==> config.mk <==
export PLATFORM = sky130hd
export DESIGN_NAME = sdrtc_ctrl_flat
export DESIGN_NICKNAME = d
export VERILOG_FILES = /design/src/pkg/sdrtc_pkg.sv /design/src/pkg/sdrtc_if.sv /design/src/rtl/sdrtc_ctrl.sv /design/src/flat_wrapper.sv
export SDC_FILE = /design/constraint.sdc
export NUM_CORES = 1
export LEC_CHECK = 0
export ABC_AREA = 1
export BUFFER_PORTS_ARGS = -buffer_cell sky130_fd_sc_hd__buf_2
export CAP_MARGIN = 10
export CORE_ASPECT_RATIO = 0.5
export CORE_MARGIN = 1
export CORE_UTILIZATION = 35
export CTS_CLUSTER_DIAMETER = 30
export DETAILED_ROUTE_END_ITERATION = 16
export PLACE_DENSITY_LB_ADDON = 0.12
export SLEW_MARGIN = 10
export SYNTH_ARGS = -nofsm -noshare
export SYNTH_HDL_FRONTEND = slang
export SYNTH_SLANG_ARGS = --single-unit
==> constraint.sdc <==
create_clock -name CORE_CLK -period 3.6 [get_ports CORE_CLK]
set_input_delay 0.18 -clock CORE_CLK [delete_from_list [all_inputs] [get_ports CORE_CLK]]
set_output_delay 0.18 -clock CORE_CLK [all_outputs]
set_load 0.01 [all_outputs]
==> src/pkg/sdrtc_pkg.sv <==
// constants, types and helper functions shared by both ends of the refresh timer link
package sdrtc_pkg;

    // ==========================================================
    // device register indices on the link
    localparam logic [1:0] REG_CSR = 2'h0;
    localparam logic [1:0] REG_CNT = 2'h1;
    localparam logic [1:0] REG_COR = 2'h2;

    // ==========================================================
    // control/status layout and write protection
    localparam logic [15:0] WRITE_KEY = 16'ha55a;
    localparam int KEY_LSB = 16;
    localparam int KEY_MSB = 31;
    localparam int CMF_BIT = 7;
    localparam int CKS_LSB = 3;
    localparam int RRC_LSB = 0;
    localparam logic [31:0] CSR_RESET = 32'h0000_0000;
    localparam logic [7:0] BYTE_RESET = 8'h00;

    // ==========================================================
    // prescaler masks: a tick when all masked bits are ones
    localparam logic [11:0] DIV_STOP = 12'h000;
    localparam logic [11:0] DIV_4 = 12'h003;
    localparam logic [11:0] DIV_16 = 12'h00f;
    localparam logic [11:0] DIV_64 = 12'h03f;
    localparam logic [11:0] DIV_256 = 12'h0ff;
    localparam logic [11:0] DIV_1024 = 12'h3ff;
    localparam logic [11:0] DIV_2048 = 12'h7ff;
    localparam logic [11:0] DIV_4096 = 12'hfff;

    // ==========================================================
    // controller register map (byte offsets on apb)
    localparam logic [7:0] OFS_DATA = 8'h00;
    localparam logic [7:0] OFS_CMD = 8'h04;
    localparam logic [7:0] OFS_RDATA = 8'h08;
    localparam logic [7:0] OFS_STATUS = 8'h0c;
    localparam logic [7:0] OFS_MASK = 8'h10;
    localparam logic [7:0] OFS_CTRL = 8'h14;
    localparam int CMD_WRITE_BIT = 8;
    localparam int STS_XFER = 0;
    localparam int STS_REFRESH = 1;
    localparam int STS_BUSY = 2;

    // ==========================================================
    // refresh command spacing
    localparam int CLK_PERIOD_NS = 50;
    localparam int REF_CYCLE_NS = 60;
    localparam logic [1:0] REF_GAP_CYC = 2'((REF_CYCLE_NS + CLK_PERIOD_NS - 1) / CLK_PERIOD_NS);

    typedef logic [7:0] sdrtc_byte_t;
    typedef logic [3:0] sdrtc_burst_t;

    // number of refresh commands for a burst code; prohibited codes give one
    function automatic sdrtc_burst_t sdrtc_burst_len(input logic [2:0] code);
        case (code)
            3'h1: return 4'h2;
            3'h2: return 4'h4;
            3'h3: return 4'h6;
            3'h4: return 4'h8;
            default: return 4'h1;
        endcase
    endfunction

endpackage

==> src/pkg/sdrtc_if.sv <==
// register and refresh link between the timer and its controller
`timescale 1ns/1ps
interface sdrtc_if;
    logic req;
    logic write;
    logic [1:0] addr;
    logic [31:0] wdata;
    logic [31:0] rdata;
    logic ack;
    logic refresh_enable;
    logic refresh_req;
    logic [3:0] burst_len;
    logic refresh_done;

    modport dev (input req, write, addr, wdata, refresh_enable, refresh_done,
                 output rdata, ack, refresh_req, burst_len);
    modport ctl (output req, write, addr, wdata, refresh_enable, refresh_done,
                 input rdata, ack, refresh_req, burst_len);
endinterface

==> src/rtl/sdrtc_ctrl.sv <==
// controller end: apb registers, link master and refresh burst sequencer
`timescale 1ns/1ps
module sdrtc_ctrl
(
    // clock and reset
    input wire logic CORE_CLK,
    input wire logic NRST,
    // apb slave
    input wire logic PSEL,
    input wire logic PENABLE,
    input wire logic PWRITE,
    input wire logic [7:0] PADDR,
    input wire logic [31:0] PWDATA,
    output logic [31:0] PRDATA,
    output logic PREADY,
    output logic PSLVERR,
    // interrupt and refresh command
    output logic IRQ,
    output logic SDRAM_REFRESH_CMD,
    // link to the timer
    sdrtc_if.ctl LINK,
    // burst length seen at link, for observation
    output sdrtc_pkg::sdrtc_burst_t BURST_LEN
);
    import sdrtc_pkg::*;

    typedef enum logic [1:0] {R_IDLE, R_CMD, R_GAP, R_DONE} sdrtc_ref_t;

    typedef struct packed {
        logic [31:0] data;
        logic [31:0] rdata;
        logic [31:0] prdata;
        logic [1:0] addr;
        logic write;
        logic req;
        logic [1:0] sts;
        logic [1:0] mask;
        logic ref_en;
        logic [3:0] left;
        logic [1:0] gap;
        logic cmd;
        logic done;
        sdrtc_ref_t st;
    } sdrtc_ctl_state_t;

    sdrtc_ctl_state_t s_q;
    sdrtc_ctl_state_t s_d;
    logic setup;
    logic wr_acc;
    logic mapped;

    // ==========================================================
    // next state
    always_comb
    begin
        s_d = s_q;
        s_d.cmd = 1'b0;
        s_d.done = 1'b0;
        setup = PSEL && !PENABLE;
        wr_acc = PSEL && PENABLE && PWRITE;
        mapped = (PADDR == OFS_DATA) || (PADDR == OFS_CMD) || (PADDR == OFS_RDATA)
            || (PADDR == OFS_STATUS) || (PADDR == OFS_MASK) || (PADDR == OFS_CTRL);

        if (setup)
        begin
            if (PADDR == OFS_DATA)
                s_d.prdata = s_q.data;
            else if (PADDR == OFS_RDATA)
                s_d.prdata = s_q.rdata;
            else if (PADDR == OFS_STATUS)
                s_d.prdata = {29'h0, s_q.req, s_q.sts};
            else if (PADDR == OFS_MASK)
                s_d.prdata = {30'h0, s_q.mask};
            else if (PADDR == OFS_CTRL)
                s_d.prdata = {31'h0, s_q.ref_en};
            else
                s_d.prdata = 32'h0000_0000;
        end

        // link transfer ends when the timer acks
        if (s_q.req && LINK.ack)
        begin
            s_d.req = 1'b0;
            if (!s_q.write)
                s_d.rdata = LINK.rdata;
        end

        if (wr_acc)
        begin
            if (PADDR == OFS_DATA)
                s_d.data = PWDATA;
            else if (PADDR == OFS_CMD && !s_q.req)
            begin
                // a command while busy is dropped; software polls the busy bit
                s_d.addr = PWDATA[1:0];
                s_d.write = PWDATA[CMD_WRITE_BIT];
                s_d.req = 1'b1;
            end
            else if (PADDR == OFS_STATUS)
                s_d.sts = s_q.sts & ~PWDATA[1:0];
            else if (PADDR == OFS_MASK)
                s_d.mask = PWDATA[1:0];
            else if (PADDR == OFS_CTRL)
                s_d.ref_en = PWDATA[0];
        end

        // refresh burst: one command, then a gap, per requested cycle
        case (s_q.st)
            R_IDLE:
            begin
                if (LINK.refresh_req)
                begin
                    s_d.left = LINK.burst_len;
                    s_d.st = R_CMD;
                end
            end
            R_CMD:
            begin
                s_d.cmd = 1'b1;
                s_d.left = s_q.left - 4'h1;
                s_d.gap = REF_GAP_CYC - 2'h1;
                s_d.st = R_GAP;
            end
            R_GAP:
            begin
                if (s_q.gap != 2'h0)
                    s_d.gap = s_q.gap - 2'h1;
                else if (s_q.left != 4'h0)
                    s_d.st = R_CMD;
                else
                begin
                    s_d.done = 1'b1;
                    s_d.st = R_DONE;
                end
            end
            default:
                s_d.st = R_IDLE;
        endcase

        // events set after the clear so that a set wins
        if (s_q.req && LINK.ack)
            s_d.sts[STS_XFER] = 1'b1;
        if (s_q.st == R_GAP && s_d.st == R_DONE)
            s_d.sts[STS_REFRESH] = 1'b1;
    end

    // ==========================================================
    // registers
    always_ff @(posedge CORE_CLK or negedge NRST)
    begin
        if (!NRST)
        begin
            s_q <= '0;
        end
        else
        begin
            s_q <= s_d;
        end
    end

    // ==========================================================
    // outputs
    assign PRDATA = s_q.prdata;
    assign PREADY = 1'b1;
    assign PSLVERR = PSEL && PENABLE && !mapped;
    assign IRQ = |(s_q.sts & s_q.mask);
    assign SDRAM_REFRESH_CMD = s_q.cmd;
    assign BURST_LEN = LINK.burst_len;
    assign LINK.req = s_q.req;
    assign LINK.write = s_q.write;
    assign LINK.addr = s_q.addr;
    assign LINK.wdata = s_q.data;
    assign LINK.refresh_enable = s_q.ref_en;
    assign LINK.refresh_done = s_q.done;

endmodule // sdrtc_ctrl

==> src/flat_wrapper.sv <==
// flat-port wrapper written by rule: the top's interface ports become plain ports
module sdrtc_ctrl_flat import sdrtc_pkg::*;
  (CORE_CLK, NRST, PSEL, PENABLE, PWRITE, PADDR, PWDATA, PRDATA, PREADY, PSLVERR, IRQ, SDRAM_REFRESH_CMD, BURST_LEN, LINK_req, LINK_write, LINK_addr, LINK_wdata, LINK_refresh_enable, LINK_refresh_done, LINK_rdata, LINK_ack, LINK_refresh_req, LINK_burst_len);
  sdrtc_if LINK_i ();
  input wire logic CORE_CLK;
  input wire logic NRST;
  input wire logic PSEL;
  input wire logic PENABLE;
  input wire logic PWRITE;
  input wire logic [7:0] PADDR;
  input wire logic [31:0] PWDATA;
  output logic [31:0] PRDATA;
  output logic PREADY;
  output logic PSLVERR;
  output logic IRQ;
  output logic SDRAM_REFRESH_CMD;
  output sdrtc_pkg::sdrtc_burst_t BURST_LEN;
  output wire logic [$bits(LINK_i.req)-1:0] LINK_req;
  output wire logic [$bits(LINK_i.write)-1:0] LINK_write;
  output wire logic [$bits(LINK_i.addr)-1:0] LINK_addr;
  output wire logic [$bits(LINK_i.wdata)-1:0] LINK_wdata;
  output wire logic [$bits(LINK_i.refresh_enable)-1:0] LINK_refresh_enable;
  output wire logic [$bits(LINK_i.refresh_done)-1:0] LINK_refresh_done;
  input wire logic [$bits(LINK_i.rdata)-1:0] LINK_rdata;
  input wire logic [$bits(LINK_i.ack)-1:0] LINK_ack;
  input wire logic [$bits(LINK_i.refresh_req)-1:0] LINK_refresh_req;
  input wire logic [$bits(LINK_i.burst_len)-1:0] LINK_burst_len;
  assign LINK_req = LINK_i.req;
  assign LINK_write = LINK_i.write;
  assign LINK_addr = LINK_i.addr;
  assign LINK_wdata = LINK_i.wdata;
  assign LINK_refresh_enable = LINK_i.refresh_enable;
  assign LINK_refresh_done = LINK_i.refresh_done;
  assign LINK_i.rdata = LINK_rdata;
  assign LINK_i.ack = LINK_ack;
  assign LINK_i.refresh_req = LINK_refresh_req;
  assign LINK_i.burst_len = LINK_burst_len;
  sdrtc_ctrl u_core (.CORE_CLK(CORE_CLK), .NRST(NRST), .PSEL(PSEL), .PENABLE(PENABLE), .PWRITE(PWRITE), .PADDR(PADDR), .PWDATA(PWDATA), .PRDATA(PRDATA), .PREADY(PREADY), .PSLVERR(PSLVERR), .IRQ(IRQ), .SDRAM_REFRESH_CMD(SDRAM_REFRESH_CMD), .LINK(LINK_i), .BURST_LEN(BURST_LEN));
endmodule
# Word level (Yosys, flattened, before mapping)
# Index checks and enable logic that the tools add are counted.
word_totals:
  register_bits: 115
  inputBits: 83
  elab_cells: 102
classes:
  n_addsub: 2
  eq_ne: 14
  muxes: 28
  bitwise_logic: 8
  n_reduce_logical: 35
op_table:
  columns: ["op", "n"]
  rows:
  - ["32-bit two-way mux", 4]
  - ["8-bit by 4-bit == test with 1-bit output (second input constant)", 2]
  - ["8-bit by 5-bit == test with 1-bit output (second input constant)", 2]
  - ["2-bit nonzero test", 7]
  - ["6-bit two-way mux", 2]
  - ["1-bit two-way mux", 10]
  - ["2-bit two-way mux", 5]
  - ["8-bit by 3-bit == test with 1-bit output (second input constant)", 1]
  - ["8-bit zero test", 1]
  - ["2-bit != test (second input constant)", 4]
  - ["4-bit case mux with 2 select lines", 1]
  - ["2-bit AND reduction", 4]
  - ["4-bit AND reduction", 2]
  - ["1-bit logical AND", 7]
  - ["3-bit two-way mux", 2]
  - ["2-bit case mux with 3 select lines", 1]
  - ["6-bit AND reduction", 1]
  - ["1-bit logical OR", 5]
  - ["5-bit two-way mux", 1]
  - ["1-bit NOT", 5]
  - ["5-bit AND reduction", 1]
  - ["2-bit AND", 2]
  - ["2-bit == test (second input constant)", 2]
  - ["4-bit two-way mux", 1]
  - ["11 further kinds", 14]

# Depth between registers and ports, before layout
logic_depth:
  word_depth: 8
  ltp_mapped: 10

# Worst setup path before layout
# OpenSTA, ideal clock, no wires.
synth_path:
  path_type: "register -> register"
  from: "register u_core.s_q, in the netlist u_core.LINK.req"
  to: "register u_core.s_q[53] (netlist name)"
  setup_time_ns: 0.125
  t_arrival_ns: 1.250
  t_required_ns: 3.475
  slack_ns: 2.225
  stages_incl_launch_ff: 6
  n_path_buf: 2
  path_cell_list: "dfrtp_1 nand2_1 or2_1 buf_6 buf_12 mux2_4"
synth_via:
  elab_chain_len: 2
synth_lines:
  columns: ["item", "line", "rtl"]
  rows:
  - ["from (decl)", "sdrtc_ctrl.sv:46", "sdrtc_ctl_state_t s_q;"]
  - ["from (signal assigned)", "sdrtc_ctrl.sv:153", "s_q <= '0;"]
  - ["from (signal assigned)", "sdrtc_ctrl.sv:157", "s_q <= s_d;"]
  - ["1-bit logical AND", "sdrtc_ctrl.sv:81", "if (s_q.req && LINK.ack)"]
  - ["2-bit AND reduction (no line)", null, null]
# No other way between the ends.
# A chain may end at the register's enable or synchronous reset.

# Final worst setup path
layout_path:
  from: "input LINK_ack"
  to: "register u_core.s_q[51] (netlist name)"
layout_via:
  elab_chain_len: 2
layout_lines:
  columns: ["item", "line", "rtl"]
  rows:
  - ["from (decl)", "flat_wrapper.sv:25", "input wire logic [$bits(LINK_i.ack)-1:0] LINK_ack;"]
  - ["1-bit logical AND", "sdrtc_ctrl.sv:81", null]
  - ["2-bit AND reduction (no line)", null, null]
# No other way between the ends.

==> out/metrics.yaml <==
placed_design:
  dp_hpwl_mm: 9.35
  gp_congestion: 0.767
  port-buffer-count: 159
  place_area_um2: 6090
clocking:
  cts.reportedPaths.clkPinSlew_ns: 0.06
  cts_max_path_buffers: 2
  cts.repair.resized: 0
  clkLatencyLatePin_ns: 0.42
  cts_sinks: 115
  cts-htree-levels: 4
  cts-root-buf: "clkbuf_16"
  numCtsBuffers: 17
  cts_tree: "yes"
logic_synthesis:
  ys_top_cells_by_area: "dfrtp_1, buf_4, mux2_4, nand2_1, nand3_1"
  synth_cell_types: 38
  avgSynthCellArea_um2: 9.55
  syn_inst: 596
  ys_ff_latch: 115
  syn-cell-area_um2: 5690
  yosysWarnings: 0
  syn-num-nets: 682
  yosysTopAreaCellShare_pct: 50.5
  synth_seq_area_share_pct: 50.5
  yosysTopAreaCell: "dfrtp_1"
power_and_ir_drop:
  switching_share_pct: 26.2
  power-per-cell-area_nw_per_um2: 477
  ir_drop_mv: 0.343
  leakagePower_nw: 3.80
  seqPwrFrac_pct: 41.8
  finalPower_mw: 3.43
  p_switching_mw: 0.900
  p_int_mw: 2.53
  pwr-share-clk_pct: 46.7
  combPwrFrac_pct: 11.5
min_path:
  hold_path_class: "input port to flop"
grt:
  antenna_found_initial: 0
  grt_pass1_vias: 4579
  track_usage_pct: 18.8
  grt_max_degree: 66
  grt_pass1_wl_mm: 23.9
  grt_overflow: 0
setup_path:
  cp_slowest_cell: "or2_2"
  path_delay_family: "simple AND/OR/NAND/NOR gates"
  path_class: "input port to flop"
  crit_buf_inv: 2
  critPathMaxFanout: 32
  worstPathArrival_ns: 2.26
  endpoint_kind: "flop"
  cp_slowest_stage_delay_ns: 0.91
  cp.required_ns: 3.89
  critPathLaunchType: "input port"
  cp_cell_sequence: "dlygate4sd3_1, buf_2, nand2_1, or2_2, mux2_2"
routing:
  ant_nets: 0
  first_pass_iters: 4
  wl_per_cell_um: 15.2
  wl_mm: 14.8
  drt_iter0_markers: 196
  drc: 0
  vias: 4411
  avgViaCountPerCell: 4.55
timing:
  tightest_slew_ns: 1.19
  min_period_over_period_pct: 54.7
  tns_ns: 0
  setup_violations: 0
  hold_viol: 0
  slew_viol_final: 0
  relSlewSlack_pct: 20.8
  fin_crit_ns: 1.97
  finClkSkew_ns: 0.00777
  fmax_ghz: 0.508
  rsz0062_at_grt: "no"
  fin_hold_ws_ns: 0.0137
floorplanning:
  ioPinCount: 161
  die_h_um: 92.2
  initial_core_util_pct: 36.4
  row_count: 32
  core_area_um2: 15700
  die_w_um: 182
  design.die.area_um2: 16800
final_layout:
  layout_commonest_cell: "buf_2"
  fin_nets: 821
  utilization_pct: 45.9
  area_delta_synth_final_pct: 26.3
  num_antenna_cells: 0
  layout_common_cells: "buf_2, dfrtp_1, nand2_1"
  final_cell_area_um2: 7190
  drive_above_1_share_pct: 32.2
status:
  status: "completed"
job:
  cap_violations: 0
-- state kept, by name, indices dropped and copies added, names as in the netlist --
signal,flops
u_core.LINK.refresh_enable,1
u_core.LINK.req,1
u_core.LINK.refresh_done,1
u_core.PRDATA,32
u_core.LINK.write,1
u_core.LINK.wdata,32
u_core.LINK.addr,2
u_core.s_q,44
u_core.SDRAM_REFRESH_CMD,1
-- what timing repair did --
action / CTS / global route
endpoints found under the hold margin: 116 / 0
setup buffers: 0 / 0
hold buffers: 54 / 0
-- layer usage --
layer / routed length, µm / vias to the layer above / track usage, %
li1: - / 2169 / -
met1: 7480 / 2131 / 25.5
met2: 6550 / 97 / 29.1
met3: 589 / 14 / 4.73
met4: 144 / 0 / 6.44
met5: 0 / - / 0
-- area by class of cell --
| cell class | count | area [µm²] |
|---|---|---|
| multi-input combinational | 347 | 1960 |
| fill | 1548 | 8470 |
| tap | 221 | 277 |
| clock inverter | 15 | 135 |
| sequential | 115 | 2880 |
| inverter | 35 | 134 |
| timing repair buffer | 219 | 1380 |
| clock buffer | 17 | 425 |
-- synthesized netlist by cell type (all sizes together) --
library cell and number:
dfrtp 115, nand2 103, buf 93, nand3 68, a21oi 62, nor2 49, inv 33, mux2 32
o21ai 10, clkbuf 6, nand4 4, ha 3, and2 2, clkinv 2, nor3 2, o211ai 2
o22ai 2, a221oi 1, a31oi 1, conb 1, nor4 1, o221ai 1, or2 1, xnor2 1
xor2 1
-- worst register-to-register path, cell delays in order, from the launching register on --
cell and delay [ns]:
dfrtp_1 0.41, nand2_1 0.10, or2_2 0.91, mux2_2 0.43
-- logic make-up after synthesis --
family / count (synthesis) / synth area share (%)
xor+xnor: 2 / 0.308
other cells: 1 / 0.0659
fa+ha+maj: 3 / 0.659
buf+inv: 134 / 15.3
flops: 115 / 50.5
simple gates: 230 / 17.5
mux: 32 / 8.31
compound gates: 79 / 7.29
-- power by group through the flow --
stage / combinational [mW] / clock [mW] / sequential, mW
global placement: 0.351 / 0 / 1.45
floorplan: 0.254 / 0 / 1.44
detailed placement: 0.355 / 0 / 1.46
CTS: 0.403 / 1.64 / 1.43
global route: 0.442 / 1.69 / 1.44
finish: 0.395 / 1.60 / 1.43
-- metrics by stage --
stage / setup WS (ns) / std cells
floorplan: 2.22 / 596
global route: 1.53 / 969
detailed placement: 1.39 / 883
global placement: 1.45 / 883
CTS: 1.62 / 969
finish: 1.63 / 969
-- path summary, 6_finish.rpt --
kind	cells past startpoint	slack (ns)	end	startpoint
worst max-delay path	5	1.63	u_core.s_q[51]	LINK_ack
worst min-delay path	2	0.01	u_core.s_q[54]	LINK_rdata[3]
worst max register to register	3	1.63	u_core.s_q[51]	u_core.LINK.req
worst min register to register	2	0.48	u_core.PRDATA[1]	u_core.PRDATA[1]
max in group asynchronous	3	2.18	u_core.PRDATA[10]	NRST
min in group asynchronous	2	0.41	u_core.s_q[1]	NRST
Note: power is estimated with default switching activity, not from simulation.
